==> config.mk <==
export PLATFORM = sky130hd
export DESIGN_NAME = power_down_and_reset_control
export DESIGN_NICKNAME = d
export VERILOG_FILES = /design/src/rtl/pwr_rst_pkg.sv /design/src/rtl/power_down_and_reset_control.sv
export SDC_FILE = /design/constraint.sdc
export NUM_CORES = 1
export LEC_CHECK = 0
export BUFFER_PORTS_ARGS = -buffer_cell sky130_fd_sc_hd__buf_2
export CAP_MARGIN = 20
export CORE_MARGIN = 10
export CORE_UTILIZATION = 49
export DETAILED_ROUTE_END_ITERATION = 8
export PLACE_DENSITY = 0.79
export SLEW_MARGIN = 20
export SYNTH_ARGS = -nofsm -noshare
export SYNTH_HDL_FRONTEND = slang
export SYNTH_SLANG_ARGS = --single-unit
==> constraint.sdc <==
create_clock -name i_ref_clk -period 3.4 [get_ports i_ref_clk]
set_clock_uncertainty 0.05 [all_clocks]
set_input_delay 0.68 -clock i_ref_clk [delete_from_list [all_inputs] [get_ports i_ref_clk]]
set_output_delay 0.68 -clock i_ref_clk [all_outputs]
set_load 0.1 [all_outputs]
==> src/rtl/pwr_rst_pkg.sv <==
package pwr_rst_pkg;

	// Clock and machine-cycle timing
	localparam int unsigned CLK_PERIOD_NS = 10;
	localparam int unsigned CLKS_PER_MCYC = 4;
	localparam int unsigned RST_STRETCH_MCYC = 2;
	localparam int unsigned WDT_HOLD_MCYC = 2;
	localparam int unsigned WDT_RESET_DELAY_CLKS = 512;
	localparam int unsigned HOLD_W = 8;
	localparam logic [HOLD_W-1:0] RST_STRETCH_CLKS = HOLD_W'(RST_STRETCH_MCYC * CLKS_PER_MCYC);
	localparam logic [HOLD_W-1:0] WDT_HOLD_CLKS = HOLD_W'(WDT_HOLD_MCYC * CLKS_PER_MCYC);
	localparam logic [HOLD_W-1:0] POR_DELAY_CLKS_DEF = 8'h10;
	localparam logic [8:0] WDT_LAST_CNT = 9'(WDT_RESET_DELAY_CLKS - 1);
	localparam logic [1:0] PHASE_C4 = 2'h3;

	// Register byte offsets
	localparam logic [11:0] OFS_POWER_CONTROL = 12'h000;
	localparam logic [11:0] OFS_WATCHDOG_CONTROL = 12'h004;
	localparam logic [11:0] OFS_WAKE_CONFIG = 12'h008;
	localparam logic [11:0] OFS_STATUS = 12'h00C;

	// Field positions
	localparam int unsigned POWER_CONTROL_IDLE_BIT = 0;
	localparam int unsigned POWER_CONTROL_PD_BIT = 1;
	localparam int unsigned WATCHDOG_CONTROL_EWT_BIT = 1;
	localparam int unsigned WATCHDOG_CONTROL_WATCHDOG_RESET_FLAG_BIT = 2;
	localparam int unsigned WATCHDOG_CONTROL_WDIF_BIT = 3;
	localparam int unsigned WATCHDOG_CONTROL_POR_BIT = 6;
	localparam int unsigned WAKE_EN_LSB = 0;
	localparam int unsigned WAKE_GIE_BIT = 2;
	localparam int unsigned WAKE_LEVEL_LSB = 3;

	// Reset values handed to the core and to this block
	localparam logic [7:0] POWER_CONTROL_RESET = 8'h00;
	localparam logic [7:0] WATCHDOG_CONTROL_POR_VAL = 8'h40;
	localparam logic [7:0] SP_RESET = 8'h07;
	localparam logic [7:0] PMR_RESET = 8'h40;
	localparam logic [7:0] PORT_RESET = 8'hFF;
	localparam logic [15:0] PC_RESET = 16'h0000;

	// Operating modes, Gray coded along run, entry, power-down
	typedef enum logic [1:0] {
		MODE_RUN = 2'b00,
		MODE_PD_PEND = 2'b01,
		MODE_PD = 2'b11,
		MODE_IDLE = 2'b10
	} mode_t;

	typedef struct packed {
		logic psel;
		logic penable;
		logic pwrite;
		logic [11:0] paddr;
		logic [31:0] pwdata;
	} apb_req_t;

	typedef struct packed {
		logic [31:0] prdata;
		logic pready;
		logic pslverr;
	} apb_rsp_t;

	typedef struct packed {
		logic ale;
		logic fetch_strobe;
		logic port0_float;
		logic port2_addr;
		logic port_hold;
	} pin_ctl_t;

	typedef struct packed {
		mode_t mode;
		logic [1:0] phase;
		logic rst_smp;
		logic [HOLD_W-1:0] hold;
		logic core_rst;
		logic clk_en;
		logic wdt_clk_en;
		logic [1:0] int_meta;
		logic [1:0] int_sync;
		logic [1:0] wake_irq;
		logic wd_act;
		logic [8:0] wd_cnt;
		logic [7:0] power_control;
		logic [7:0] watchdog_control;
		logic [4:0] wake_cfg;
		pin_ctl_t pins;
		apb_rsp_t apb;
	} ctl_state_t;

endpackage

==> src/rtl/power_down_and_reset_control.sv <==
// The register addresses and the APB register port were chosen for this implementation.
`timescale 1ns/1ps
`default_nettype none

module power_down_and_reset_control
	import pwr_rst_pkg::*;
#(
	parameter logic [HOLD_W-1:0] POR_DELAY_CLKS = POR_DELAY_CLKS_DEF
) (
	// Clock and power-on reset from the supply monitor
	input wire logic i_ref_clk,
	input wire logic i_resetn,
	// Register bus
	input wire apb_req_t i_apb,
	output apb_rsp_t o_apb,
	// External pins
	input wire logic i_ext_reset,
	input wire logic [1:0] i_ext_int_n,
	input wire logic i_ext_prog_mem,
	// Core side strobes and wake request
	input wire logic i_core_ale,
	input wire logic i_core_fetch_strobe,
	input wire logic i_irq_request,
	// Watchdog counter side
	input wire logic i_wdt_timeout,
	input wire logic i_wdt_clear,
	// Control outputs
	output logic o_core_reset,
	output logic o_core_clk_en,
	output logic o_wdt_clk_en,
	output logic o_wdt_irq_flag,
	output logic o_wdt_reset_enable,
	output logic [1:0] o_wake_irq,
	output pin_ctl_t o_pins
);

	// Power-on state of the whole block
	localparam ctl_state_t RESET_STATE = '{
		mode: MODE_RUN,
		phase: 2'h0,
		rst_smp: 1'b0,
		hold: POR_DELAY_CLKS,
		core_rst: 1'b1,
		clk_en: 1'b1,
		wdt_clk_en: 1'b1,
		int_meta: 2'h0,
		int_sync: 2'h0,
		wake_irq: 2'h0,
		wd_act: 1'b0,
		wd_cnt: 9'h000,
		power_control: POWER_CONTROL_RESET,
		watchdog_control: WATCHDOG_CONTROL_POR_VAL,
		wake_cfg: 5'h00,
		pins: '{ale: 1'b0, fetch_strobe: 1'b0, port0_float: 1'b0, port2_addr: 1'b0,
			port_hold: 1'b0},
		apb: '{prdata: 32'h0000_0000, pready: 1'b0, pslverr: 1'b0}
	};

	ctl_state_t s;
	ctl_state_t n;
	logic c4;
	logic access;
	logic done;
	logic mapped;
	logic wake;
	logic wd_run;
	logic wd_fire;
	logic [31:0] rdata;

	// Bus decode and read mux
	always_comb begin
		access = i_apb.psel & i_apb.penable;
		done = access & s.apb.pready;
		mapped = 1'b1;
		rdata = 32'h0000_0000;
		case (i_apb.paddr)
			OFS_POWER_CONTROL: rdata = {24'h00_0000, s.power_control};
			OFS_WATCHDOG_CONTROL: rdata = {24'h00_0000, s.watchdog_control};
			OFS_WAKE_CONFIG: rdata = {27'h000_0000, s.wake_cfg};
			OFS_STATUS: rdata = {27'h000_0000, s.wd_act, s.core_rst, s.mode, s.clk_en};
			default: mapped = 1'b0;
		endcase
	end

	// Machine-cycle phase and wake condition
	always_comb begin
		c4 = (s.phase == PHASE_C4);
		wake = s.wake_cfg[WAKE_GIE_BIT] &
			|(s.int_sync & s.wake_cfg[WAKE_EN_LSB +: 2] & s.wake_cfg[WAKE_LEVEL_LSB +: 2]);
		wd_run = (s.mode != MODE_PD);
		wd_fire = wd_run & s.wd_act & ~i_wdt_clear & ~i_wdt_timeout & (s.wd_cnt == WDT_LAST_CNT) &
			s.watchdog_control[WATCHDOG_CONTROL_EWT_BIT];
	end

	// Next-state logic for the whole block
	always_comb begin
		n = s;
		n.phase = s.phase + 2'h1;
		n.wake_irq = 2'h0;
		n.apb.pready = access & ~s.apb.pready;
		n.apb.pslverr = 1'b0;
		n.apb.prdata = 32'h0000_0000;
		// Level wake path into this clock domain
		n.int_meta = ~i_ext_int_n;
		n.int_sync = s.int_meta;
		// Reset pin sampled once per machine cycle
		if (c4) begin
			n.rst_smp = i_ext_reset;
		end
		// Stretch after the pin falls
		if (s.rst_smp) begin
			n.hold = RST_STRETCH_CLKS;
		end else if (s.hold != '0) begin
			n.hold = s.hold - HOLD_W'(1);
		end
		// Register reads and writes
		if (access & ~s.apb.pready) begin
			n.apb.prdata = rdata;
			n.apb.pslverr = ~mapped;
		end
		if (done & i_apb.pwrite & mapped) begin
			case (i_apb.paddr)
				OFS_POWER_CONTROL: begin
					n.power_control = {6'h00, i_apb.pwdata[POWER_CONTROL_PD_BIT], i_apb.pwdata[POWER_CONTROL_IDLE_BIT]};
					if (i_apb.pwdata[POWER_CONTROL_PD_BIT]) begin
						n.mode = MODE_PD_PEND;
					end else if (i_apb.pwdata[POWER_CONTROL_IDLE_BIT]) begin
						n.mode = MODE_IDLE;
					end
				end
				OFS_WATCHDOG_CONTROL: begin
					// Flags clear on zero, enable is plain read-write
					n.watchdog_control[WATCHDOG_CONTROL_POR_BIT] = s.watchdog_control[WATCHDOG_CONTROL_POR_BIT] & i_apb.pwdata[WATCHDOG_CONTROL_POR_BIT];
					n.watchdog_control[WATCHDOG_CONTROL_WDIF_BIT] = s.watchdog_control[WATCHDOG_CONTROL_WDIF_BIT] & i_apb.pwdata[WATCHDOG_CONTROL_WDIF_BIT];
					n.watchdog_control[WATCHDOG_CONTROL_WATCHDOG_RESET_FLAG_BIT] = s.watchdog_control[WATCHDOG_CONTROL_WATCHDOG_RESET_FLAG_BIT] & i_apb.pwdata[WATCHDOG_CONTROL_WATCHDOG_RESET_FLAG_BIT];
					n.watchdog_control[WATCHDOG_CONTROL_EWT_BIT] = i_apb.pwdata[WATCHDOG_CONTROL_EWT_BIT];
				end
				OFS_WAKE_CONFIG: n.wake_cfg = i_apb.pwdata[4:0];
				default: n.wake_cfg = s.wake_cfg;
			endcase
		end
		// Watchdog time-out and delayed reset, frozen while clocks stop
		if (wd_run) begin
			if (i_wdt_clear) begin
				n.wd_act = 1'b0;
				n.wd_cnt = 9'h000;
			end else if (i_wdt_timeout) begin
				n.watchdog_control[WATCHDOG_CONTROL_WDIF_BIT] = 1'b1;
				n.wd_act = 1'b1;
				n.wd_cnt = 9'h000;
			end else if (wd_fire) begin
				n.wd_act = 1'b0;
				n.wd_cnt = 9'h000;
				n.watchdog_control[WATCHDOG_CONTROL_WATCHDOG_RESET_FLAG_BIT] = 1'b1;
				n.hold = WDT_HOLD_CLKS;
			end else if (s.wd_act) begin
				n.wd_cnt = s.wd_cnt + 9'h001;
			end
		end
		// Mode sequencing
		case (s.mode)
			MODE_RUN: n.wake_irq = 2'h0;
			MODE_PD_PEND: begin
				if (c4) begin
					n.mode = MODE_PD;
				end
			end
			MODE_PD: begin
				if (wake) begin
					n.mode = MODE_RUN;
					n.power_control[POWER_CONTROL_PD_BIT] = 1'b0;
					n.wake_irq = s.int_sync & s.wake_cfg[WAKE_EN_LSB +: 2];
				end
			end
			MODE_IDLE: begin
				if (i_irq_request) begin
					n.mode = MODE_RUN;
					n.power_control[POWER_CONTROL_IDLE_BIT] = 1'b0;
				end
			end
			default: n.mode = MODE_RUN;
		endcase
		// External or watchdog reset returns to run from reset vector
		n.core_rst = n.rst_smp | (n.hold != '0);
		if (n.core_rst) begin
			n.mode = MODE_RUN;
			n.power_control = POWER_CONTROL_RESET;
			n.watchdog_control[WATCHDOG_CONTROL_WDIF_BIT] = 1'b0;
			n.wake_irq = 2'h0;
		end
		// Clock gates and pin states follow the next mode
		n.clk_en = (n.mode != MODE_PD);
		n.wdt_clk_en = (n.mode != MODE_PD);
		case (n.mode)
			MODE_IDLE: begin
				n.pins.ale = 1'b1;
				n.pins.fetch_strobe = 1'b1;
				n.pins.port0_float = i_ext_prog_mem;
				n.pins.port2_addr = i_ext_prog_mem;
				n.pins.port_hold = 1'b1;
			end
			MODE_PD: begin
				n.pins.ale = 1'b0;
				n.pins.fetch_strobe = 1'b0;
				n.pins.port0_float = i_ext_prog_mem;
				n.pins.port2_addr = 1'b0;
				n.pins.port_hold = 1'b1;
			end
			default: begin
				n.pins.ale = i_core_ale;
				n.pins.fetch_strobe = i_core_fetch_strobe;
				n.pins.port0_float = 1'b0;
				n.pins.port2_addr = 1'b0;
				n.pins.port_hold = 1'b0;
			end
		endcase
	end

	// State register; supply-monitor reset reloads power-on values
	always_ff @(posedge i_ref_clk) begin
		if (!i_resetn) begin
			s <= RESET_STATE;
		end else begin
			s <= n;
		end
	end

	// Outputs straight from the state register
	always_comb begin
		o_apb = s.apb;
		o_core_reset = s.core_rst;
		o_core_clk_en = s.clk_en;
		o_wdt_clk_en = s.wdt_clk_en;
		o_wdt_irq_flag = s.watchdog_control[WATCHDOG_CONTROL_WDIF_BIT];
		o_wdt_reset_enable = s.watchdog_control[WATCHDOG_CONTROL_EWT_BIT];
		o_wake_irq = s.wake_irq;
		o_pins = s.pins;
	end
endmodule // power_down_and_reset_control

`default_nettype wire

==> impl_results.md, run 1 <==
- Post-synthesis cell area: 2810 sq um
- Sum of negative setup slack: 0 ns
- FP Rows: 27
- DIE HEIGHT: 95.7 microns
- Layout cells sized above 1: 24.8%
- Number of flops mapped to enable cells by yosys: 0
- Initial core utilization: 50.7%
- Internal: 0.00105 W
- Cell Chain, Critical Path: ha_1 -> and3_1 -> and3_1 -> and3_1 -> ha_1 -> nor4bb_4 -> a21oi_2 -> a21boi_1 -> nand4_4 -> o21ba_4 -> and3_1
- Worst path bufs/invs: 0
- Worst r2r path cells: 11
- Synth top area cells: dfxtp_1 (39%), buf_4 (11%), mux2i_1 (3.2%), nor2b_1 (2.9%), nor2_1 (2.8%)
- Crit-path slowest cell: dfxtp_1
- Num CTS Buffers: 5
- Pwr dens: 542 nW/um^2
- Met1 global-route usage: 12.9%
- Post-DRT Antenna Nets: 0
- Critical Path Most Common Cell: and3_1
- Die extent in x: 95.7 microns
- Layer with the highest usage: met2
- Final setup viols: 0
- Critical path peak fanout: 9
- Asr flop ratio synth: 0%
- #FFs+latches synth: 55
- Skew-Pair Late Insertion Delay: 0.31 ns
- CTS hold repair buffers: 0
- Switching part of the total: 35.7%
- Max Slew Vio Count: 0
- P&R area growth vs syn: 6.95%
- Synthesized area per cell: 9.66 sq um
- Hold depth: 1
- Sequential power share: 46.2%
- Root Buffer: clkbuf_8
- DR pass1 iterations: 4
- Final Cycle Share: 83.2%
- Syn Inst Count: 291
- RSZ-0062 raised after global routing: no
- Grt met2 use: 21.5%
- Cell with the most instances after synthesis: dfxtp_1
- Required @ worst endpoint: 3.61 ns
- Max-Cap Viols: 0
- Routed WL: 5620 microns
- Largest net degree at the start of global routing: 33
- Fmax: 354 MHz
- Post-DP Area: 2900 sq um
- Worst EP arrival: 3.04 ns
- Vias in the first global route: 1,963
- Leak Pwr: 1.24 nW
- First-pass GRT wire length: 9000 microns
- Sequential area share after synthesis: 39.2%
- # DRC: 0
- Max Buffers Root-to-Sink: 2
- Hold Crit Class: reg2reg
- CTS tree: built
- GRT Util Overall: 12.0%
- Worst path top cell family by delay: simple AND/OR/NAND/NOR gates
- Post-CTS Resized: 0
- Clock power frac: 25.8%
- Synth Flop Type: dfxtp_1
- Combinational share of power: 28.0%
- Non-Filler Instances: 398
- Post-CTS Setup Repair Bufs: 0
- Fillers: 541
- Ant. Diodes: 0
- Clk sinks: 55
- DP HPWL: 4440 microns
- Crit end category: flip-flop
- Distinct cells, synth: 62
- IO buf count: 51
- RD Place Congestion: 0.830
- Area leader, netlist: dfxtp_1
- Register area: 1100 sq um
- Clock slew at reported path FFs: 0.09 ns
- Max_slew headroom: 60.8%
- Top-area cell type share of the netlist area: 39.2%
- Psw: 0.000582 W
- Initial antenna violation count: 0
- Post-route cell area: 3010 sq um
- DP Cell Count: 391
- Final #Nets: 388
- Final hold violations: 0
- Critical Path Start Type: flip-flop
- H-tree levels: 2
- GR Util met3: 3.97%
- Avg WL per Cell: 14.1 microns
- Critical path depth: 11
- Grt ovf: 0
- Worst path max stage delay: 0.34 ns
- Outcome: complete, no violations
- Worst VDD drop: 0.000258 V
- Vias: 2,044
- Most frequent cells after synthesis: dfxtp_1 (55), buf_4 (42), nor2_1 (21)
- Multi-input gate area: 1430 sq um
- Ports: 104
- Worst slew pin tran: 0.583 ns
- DR iter-0 viols: 113
- Final min period: 2.83 ns
- DIE AREA: 9160 sq um
- Ys Warns: 0
- Placeable Area: 5540 sq um
- Setup CP Type: reg2reg
- Drt via density: 5.14
## sequential cells by signal, indices dropped and copies added, names as in the netlist
name and cells:
o_wdt_irq_flag 1, s 34, o_wdt_clk_en 1, o_core_reset 1, o_apb 8, n 2, o_wdt_reset_enable 1, o_pins 5
o_wake_irq 2
## cell type report
| type | count | area share (%) |
|---|---|---|
| inverters | 5 | 0.624 |
| flip-flops and latches | 55 | 36.6 |
| clock buffers | 5 | 2.29 |
| well taps | 72 | 3.00 |
| repair buffers | 52 | 8.74 |
| multi-input cells | 207 | 47.5 |
| clock inverters | 2 | 1.25 |
## per-stage QoR
step                      power, W  util [%]  hold WS (ns)  setup WS [ns]
final                      0.00163      54.2         0.388          0.572
after global routing       0.00172      54.2         0.408          0.430
after CTS                  0.00164      54.2         0.387          0.559
after detailed placement   0.00122      52.3         0.369          0.567
after global placement     0.00121      52.3         0.358          0.590
after floorplan            0.00118         -         0.348          0.868
## per-layer routing
layer  vias up  part of all wire [%]
met5         -                     0
met2        54                    49
met4         0                   1.4
li1       1032                     -
met3         6                    11
met1       952                    39
## cell families (layout without fill, tap and decap cells)
logic type / Yosys count / in the layout / synth area share [%]
adders and majority gates: 4 / 4 / 1.78
and+or+nand+nor: 111 / 111 / 25.9
buffers and inverters: 54 / 64 / 13.4
muxes: 12 / 12 / 4.81
DFF: 55 / 55 / 39.2
AOI/OAI and AO/OA: 46 / 46 / 12.3
xor gates and xnor gates: 8 / 8 / 2.49
other: 1 / 26 / 0.133
## cells in the final DEF (no fill, tap or decap), drive strengths merged, types with 3 or more instances in the layout
| cell type | n |
|---|---|
| o31ai | 3 |
| nor3b | 3 |
| and3 | 6 |
| nand4 | 7 |
| clkbuf | 5 |
| conb | 26 |
| xor2 | 3 |
| mux2i | 9 |
| nor4 | 6 |
| or4 | 5 |
| ha | 4 |
| nor2b | 13 |
| o21ai | 9 |
| and2 | 7 |
| a31oi | 3 |
| a21boi | 6 |
| nand2 | 22 |
| buf | 52 |
| inv | 5 |
| a21oi | 6 |
| nand3 | 8 |
| nor2 | 21 |
| a22oi | 5 |
| dfxtp | 55 |
| xnor2 | 5 |
| nand2b | 3 |
## power groups by stage
stage	registers [W]	clock network, W	logic [W]
finish	0.000752	0.000420	0.000455
global route	0.000760	0.000462	0.000495
CTS	0.000752	0.000434	0.000457
detailed placement	0.000766	0	0.000455
global placement	0.000761	0	0.000446
floorplan	0.000756	0	0.000423
## path summary, 6_finish.rpt
check	startpoint	end	slack [ns]
worst max-delay path	s[60]	o_pins[1]	0.57
worst min register to register	s[88]	s[88]	0.39
worst min-delay path	s[88]	s[88]	0.39
worst max register to register	s[60]	o_pins[1]	0.57
(Power assumes the default switching activity.)
==> run 2: changes to the inputs <==
--- a/config.mk
+++ b/config.mk
@@ -8,9 +8,9 @@
 export BUFFER_PORTS_ARGS = -buffer_cell sky130_fd_sc_hd__buf_2
 export CAP_MARGIN = 20
 export CORE_MARGIN = 10
-export CORE_UTILIZATION = 49
+export CORE_UTILIZATION = 45
 export DETAILED_ROUTE_END_ITERATION = 8
-export PLACE_DENSITY = 0.79
+export PLACE_DENSITY = 0.77
 export SLEW_MARGIN = 20
 export SYNTH_ARGS = -nofsm -noshare
 export SYNTH_HDL_FRONTEND = slang
==> constraint.sdc (replaced) <==
create_clock -name i_ref_clk -period 2.4 [get_ports i_ref_clk]
set_clock_uncertainty 0.05 [all_clocks]
set_input_delay 0.48 -clock i_ref_clk [delete_from_list [all_inputs] [get_ports i_ref_clk]]
set_output_delay 0.48 -clock i_ref_clk [all_outputs]
set_load 0.1 [all_outputs]
==> run 2 against run 1 <==
- the flow now finishes with violations (setup timing)
- critical path depth decreased by 2
- wire length increased by 6.3%
- via count rose by 2.9%
- flip-flop and latch count unchanged
- total power up 39%
- non-clock buffer count is 12 higher
- combinational power is 56% higher
- global-route usage is 0.51 points lower
- final cell count grew 4.0%
- first-iteration DRC count decreased by 38%
- largest cell class unchanged
- largest power group unchanged
==> impl_results.md, run 2 (synthesized netlist as in run 1, its figures left out) <==
- H-tree levels: 2 (unchanged)
- Met1 global-route usage: 12.5% (-0.39 points)
- Pwr dens: 711 nW/um^2 (+31%)
- Clock slew at reported path FFs: 0.10 ns (about the same)
- Ant. Diodes: 0 (unchanged)
- DIE HEIGHT: 99.0 microns (+3.4%)
- Clk sinks: 55 (unchanged)
- Max reg flops: 34 (unchanged)
- Leak Pwr: 1.29 nW (+4.1%)
- Initial antenna violation count: 1 (+1)
- Setup CP Type: reg2reg
- DP HPWL: 4690 microns (+5.6%)
- Routed WL: 5980 microns (+6.3%)
- DR pass1 iterations: 4 (unchanged)
- Final #Nets: 400 (+3.1%)
- Skew-Pair Late Insertion Delay: 0.31 ns (about the same)
- GRT Util Overall: 11.5% (-0.51 points)
- Post-DRT Antenna Nets: 0 (unchanged)
- Core Util, Final: 53.1% (-1.1 points)
- Post-route cell area: 3180 sq um (+5.9%)
- Final min period: 2.47 ns (-0.354 ns)
- Drt via density: 5.08 (-1.1%)
- Max_slew headroom: 60.9% (+0.072 points)
- Avg WL per Cell: 14.4 microns (+2.2%)
- Final worst slack: -0.0746 ns (-0.646 ns)
- Final Cycle Share: 103% (+20 points)
- Final hold violations: 0 (unchanged)
- Hold Crit Class: in2reg
- IO buf count: 51 (unchanged)
- DR iter-0 viols: 70 (-38%)
- Layer with the highest usage: met2
- Worst VDD drop: 0.000338 V (+31%)
- P&R area growth vs syn: 13.2%
- First-pass GRT wire length: 9660 microns (+7.3%)
- Crit end category: flip-flop
- Num CTS Buffers: 5 (unchanged)
- Required @ worst endpoint: 2.59 ns (-1.02 ns)
- Layout cells sized above 1: 32.7% (+7.9 points)
- RD Place Congestion: 0.846 (+1.8%)
- Commonest non-fill, non-tap cell in the layout: dfxtp_1
- Grt ovf: 0 (unchanged)
- Outcome: complete, but fails checks
- Worst EP arrival: 2.67 ns (-0.37 ns)
- Ports: 104 (unchanged)
- Reg2Reg Setup Slack: -0.07 ns (-0.65 ns)
- Placeable Area: 5990 sq um (+8.1%)
- Worst slew pin tran: 0.582 ns (-0.00107 ns)
- CTS hold repair buffers: 0 (unchanged)
- Critical path peak fanout: 5 (-4)
- Post-CTS Setup Repair Bufs: 0 (unchanged)
- Critical Path Start Type: flip-flop
- RSZ-0062 raised after global routing: yes
- Root Buffer: clkbuf_8
- GR Util met3: 5.94% (+2.0 points)
- Vias: 2,103 (+2.9%)
- CTS tree: built
- Largest net degree at the start of global routing: 32 (-3.0%)
- Post-DP Area: 3040 sq um (+4.7%)
- Vias in the first global route: 2,071 (+5.5%)
- Failing checks: setup timing
- Grt met2 use: 19.6% (-1.9 points)
- Final setup viols: 1 (+1)
- DIE AREA: 9810 sq um (+7.0%)
- Hold WS: 0.263 ns (-0.125 ns)
- Biggest register: s
- Fmax: 404 MHz (+14%)
- Total Power: 0.00226 W (+39%)
- Most frequent cells in the layout: dfxtp_1 (53), buf_2 (51), conb_1 (26)
- Die extent in x: 99.0 microns (+3.4%)
- # DRC: 0 (unchanged)
- FP Rows: 28 (+3.7%)
- Initial core utilization: 46.9% (-3.8 points)
- Max-Cap Viols: 0 (unchanged)
- Max Slew Vio Count: 0 (unchanged)
- Max Buffers Root-to-Sink: 2 (unchanged)
==> run 2: layer usage <==
metal / share of wire, % / vias up
li1: - / 1054
met1: 41 / 977
met2: 48 / 64
met3: 9.8 / 6
met4: 0.52 / 2
met5: 0.22 / -
==> run 2: layout make-up <==
| cell class | count | area [sq um] |
|---|---|---|
| Clock inverter | 3 | 20.0 |
| Inverter | 5 | 18.8 |
| Clock buffer | 5 | 68.8 |
| Timing Repair Buffer | 64 | 357 |
| Sequential cell | 55 | 1100 |
| Multi-Input combinational cell | 207 | 1520 |
| Tap cell | 75 | 93.8 |
| Fill cell | 547 | 2810 |
==> run 2: path summary, 6_finish.rpt <==
kind,startpoint,to,cells past startpoint
worst max-delay path,s[60],s[67],9
worst min-delay path,i_ext_int_n[0],n[72],2
worst max register to register,s[60],s[67],9
worst min register to register,s[88],s[88],1
==> run 2: timing repair <==
item | 4_1_cts | 5_1_grt
cloned | 0 | 0
endpoints found under the setup margin | 7 | 11
pin swaps | 2 | 3
resized for setup | 3 | 9
==> run 2: report_power, final <==
group	internal (W)	switching, W
Sequential	0.000977	0.0000745
Clock	0.000204	0.000299
Combinational	0.000230	0.000479
==> run 2: worst max-delay path: stages, from the launching register on <==
cell and delay, ns:
dfxtp_2 0.35, ha_4 0.15, and3_4 0.17, and3_4 0.17
and3_4 0.18, ha_4 0.14, nor4bb_4 0.16, or4_1 0.50
or4_1 0.41, a21boi_1 0.12
==> run 2: through the flow <==
stage                     setup WS, ns  std cells  setup TNS [ns]
after global routing            -0.147        414          -0.508
after floorplan                -0.0403        316         -0.0403
after CTS                      -0.0739        414         -0.0885
final                          -0.0746        414         -0.0746
after global placement          -0.117        406          -0.220
after detailed placement        -0.123        406          -0.450
==> run 3: changes to the inputs <==
--- a/config.mk
+++ b/config.mk
@@ -8,9 +8,11 @@
 export BUFFER_PORTS_ARGS = -buffer_cell sky130_fd_sc_hd__buf_2
 export CAP_MARGIN = 20
 export CORE_MARGIN = 10
-export CORE_UTILIZATION = 45
+export CORE_UTILIZATION = 46
+export CTS_BUF_LIST = sky130_fd_sc_hd__clkbuf_2
 export DETAILED_ROUTE_END_ITERATION = 8
-export PLACE_DENSITY = 0.77
+export MAX_ROUTING_LAYER = met4
+export PLACE_DENSITY = 0.78
 export SLEW_MARGIN = 20
 export SYNTH_ARGS = -nofsm -noshare
 export SYNTH_HDL_FRONTEND = slang
==> run 3 against run 2 <==
- the flow still finishes with violations (setup timing)
- final area is 1.1% higher
- first-iteration DRC count rose by 5.7%
- maximum frequency decreased by 1.8%
- via count increased by 1.6%
- critical path depth did not move
- largest power group unchanged
- highest routed layer is now met4
==> impl_results.md, run 3 (synthesized netlist as in run 1, its figures left out) <==
- Final #Nets: 404 (+1.0%)
- Post-DRT Antenna Nets: 0 (unchanged)
- Internal: 0.00139 W (-1.6%)
- Die extent in x: 98.2 microns (-0.87%)
- First-pass GRT wire length: 9890 microns (+2.4%)
- Ports: 104 (unchanged)
- Root Buffer: clkbuf_2
- Final worst slack: -0.119 ns (-0.0448 ns)
- Biggest register: s
- Most frequent cells in the layout: dfxtp_1 (53), buf_2 (51), conb_1 (26)
- Max Buffers Root-to-Sink: 2 (unchanged)
- FP Rows: 28 (unchanged)
- Final hold violations: 0 (unchanged)
- Largest net degree at the start of global routing: 32 (unchanged)
- Setup CP Type: reg2reg
- Num CTS Buffers: 5 (unchanged)
- Required @ worst endpoint: 2.73 ns (+0.14 ns)
- Initial core utilization: 47.5% (+0.56 points)
- Skew-Pair Late Insertion Delay: 0.43 ns (+0.12 ns)
- Initial antenna violation count: 1 (unchanged)
- Sequential power share: 47.4% (+0.9 points)
- Placeable Area: 5920 sq um (-1.2%)
- Leak Pwr: 1.32 nW (+1.9%)
- CTS tree: built
- RD Place Congestion: 0.795 (-6.1%)
- Vias: 2,137 (+1.6%)
- Vias in the first global route: 2,110 (+1.9%)
- DR iter-0 viols: 74 (+5.7%)
- Critical Path Start Type: flip-flop
- Max Slew Vio Count: 0 (unchanged)
- Worst EP arrival: 2.85 ns (+0.18 ns)
- Critical path peak fanout: 5 (unchanged)
- Critical R2R Launch: s[61]
- Final min period: 2.52 ns (+0.0448 ns)
- Core Util, Final: 54.3% (+1.2 points)
- Commonest non-fill, non-tap cell in the layout: dfxtp_1
- DR pass1 iterations: 4 (unchanged)
- Clock slew at reported path FFs: 0.25 ns (+0.15 ns)
- Final setup viols: 2 (+1)
- Worst path max stage delay: 0.50 ns (about the same)
- H-tree levels: 2 (unchanged)
- RSZ-0062 raised after global routing: yes
- Failing checks: setup timing
- DP HPWL: 4700 microns (+0.35%)
- Cell Chain, Critical Path: ha_4 -> and3_4 -> and3_4 -> and3_4 -> ha_4 -> nor4bb_4 -> or4_4 -> or4_4 -> a21boi_2
- Clock power frac: 20.3% (-1.9 points)
- Fillers: 528 (-3.5%)
- Switching part of the total: 37.7% (+0.065 points)
- Worst setup path startpoint: s[61]
- Crit-path slowest cell: or4_4
- P&R area growth vs syn: 14.5%
- Routed WL: 6030 microns (+0.89%)
- Avg WL per Cell: 14.4 microns (-0.55%)
- Final Cycle Share: 105% (+1.9 points)
- Max_slew headroom: 59.7% (-1.1 points)
- Worst VDD drop: 0.000416 V (+23%)
- DIE AREA: 9640 sq um (-1.7%)
- Worst slew pin tran: 0.599 ns (+0.0165 ns)
- Grt ovf: 0 (unchanged)
- # DRC: 0 (unchanged)
- Hold path startpoint: i_ext_int_n[1]
- Hold Crit Class: in2reg
- Drt via density: 5.09 (+0.17%)
- Outcome: complete, but fails checks
- Crit end category: flip-flop
- Psw: 0.000841 W (-1.3%)
- Critical Path Most Common Cell: and3_4
- DIE HEIGHT: 98.2 microns (-0.87%)
- Clk sinks: 55 (unchanged)
- Combinational share of power: 32.3% (+1.0 points)
- Pwr dens: 693 nW/um^2 (-2.5%)
- Hold WS: 0.115 ns (-0.147 ns)
- Max reg flops: 34 (unchanged)
- IO buf count: 51 (unchanged)
- Fmax: 397 MHz (-1.8%)
- Layout cells sized above 1: 34.1% (+1.4 points)
- Max-Cap Viols: 0 (unchanged)
- GRT Util Overall: 12.2% (+0.64 points)
[run 3: power by group through the flow]
stage               sequential, W  combinational, W  clock [W]
finish                    0.00106          0.000722   0.000452
global route              0.00107          0.000770   0.000497
CTS                       0.00105          0.000708   0.000457
detailed placement        0.00107          0.000698          0
global placement          0.00107          0.000684          0
floorplan                 0.00107          0.000626          0
[run 3: final cells by class]
type	count	area [sq um]	area share [%]
Multi-Input combinational cell	207	1540	47.9
Sequential cell	55	1100	34.3
Timing Repair Buffer	68	390	12.1
Tap cell	75	93.8	2.92
Clock inverter	3	38.8	1.21
Clock buffer	5	25.0	0.778
Inverter	5	18.8	0.583
Antenna cell	2	5.00	0.156
[run 3: worst paths after layout]
path | cells after the start | slack [ns] | to
max | 9 | -0.12 | s[67]
min | 2 | 0.12 | n[73]
max reg2reg | 9 | -0.12 | s[67]
min reg2reg | 1 | 0.39 | s[88]
[run 3: layer usage]
| layer | up-vias | wire, microns | GRT usage, % |
|---|---|---|---|
| li1 | 1067 | - | - |
| met1 | 1002 | 2380 | 12.6 |
| met2 | 64 | 2970 | 20.2 |
| met3 | 4 | 644 | 5.99 |
| met4 | 0 | 36 | 3.09 |
| met5 | - | 0 | - |
[run 3: what timing repair did]
action	CTS	global route
gates resized for setup	5	12
pin swaps	5	8
setup buffers	2	3
hold buffers	0	0
endpoints found under the setup margin	6	12
[run 3: metrics by stage]
| step | total power (W) | setup TNS, ns | setup WS (ns) | std cells | cell area [sq um] |
|---|---|---|---|---|---|
| final | 0.00223 | -0.133 | -0.119 | 420 | 3220 |
| after global routing | 0.00234 | -0.558 | -0.182 | 420 | 3220 |
| after CTS | 0.00222 | -0.130 | -0.123 | 415 | 3130 |
| after detailed placement | 0.00177 | -0.430 | -0.156 | 405 | 3030 |
| after global placement | 0.00175 | -0.197 | -0.111 | 405 | 3030 |
| after floorplan | 0.00170 | -0.0403 | -0.0403 | 316 | 2950 |
[run 3: critical path, delay by kind of cell, from the launching register on]
| family | cells | cell delay (ns) |
|---|---|---|
| simple gates | 6 | 1.61 |
| flops | 1 | 0.39 |
| fa+ha+maj | 2 | 0.30 |
| compound gates | 1 | 0.13 |
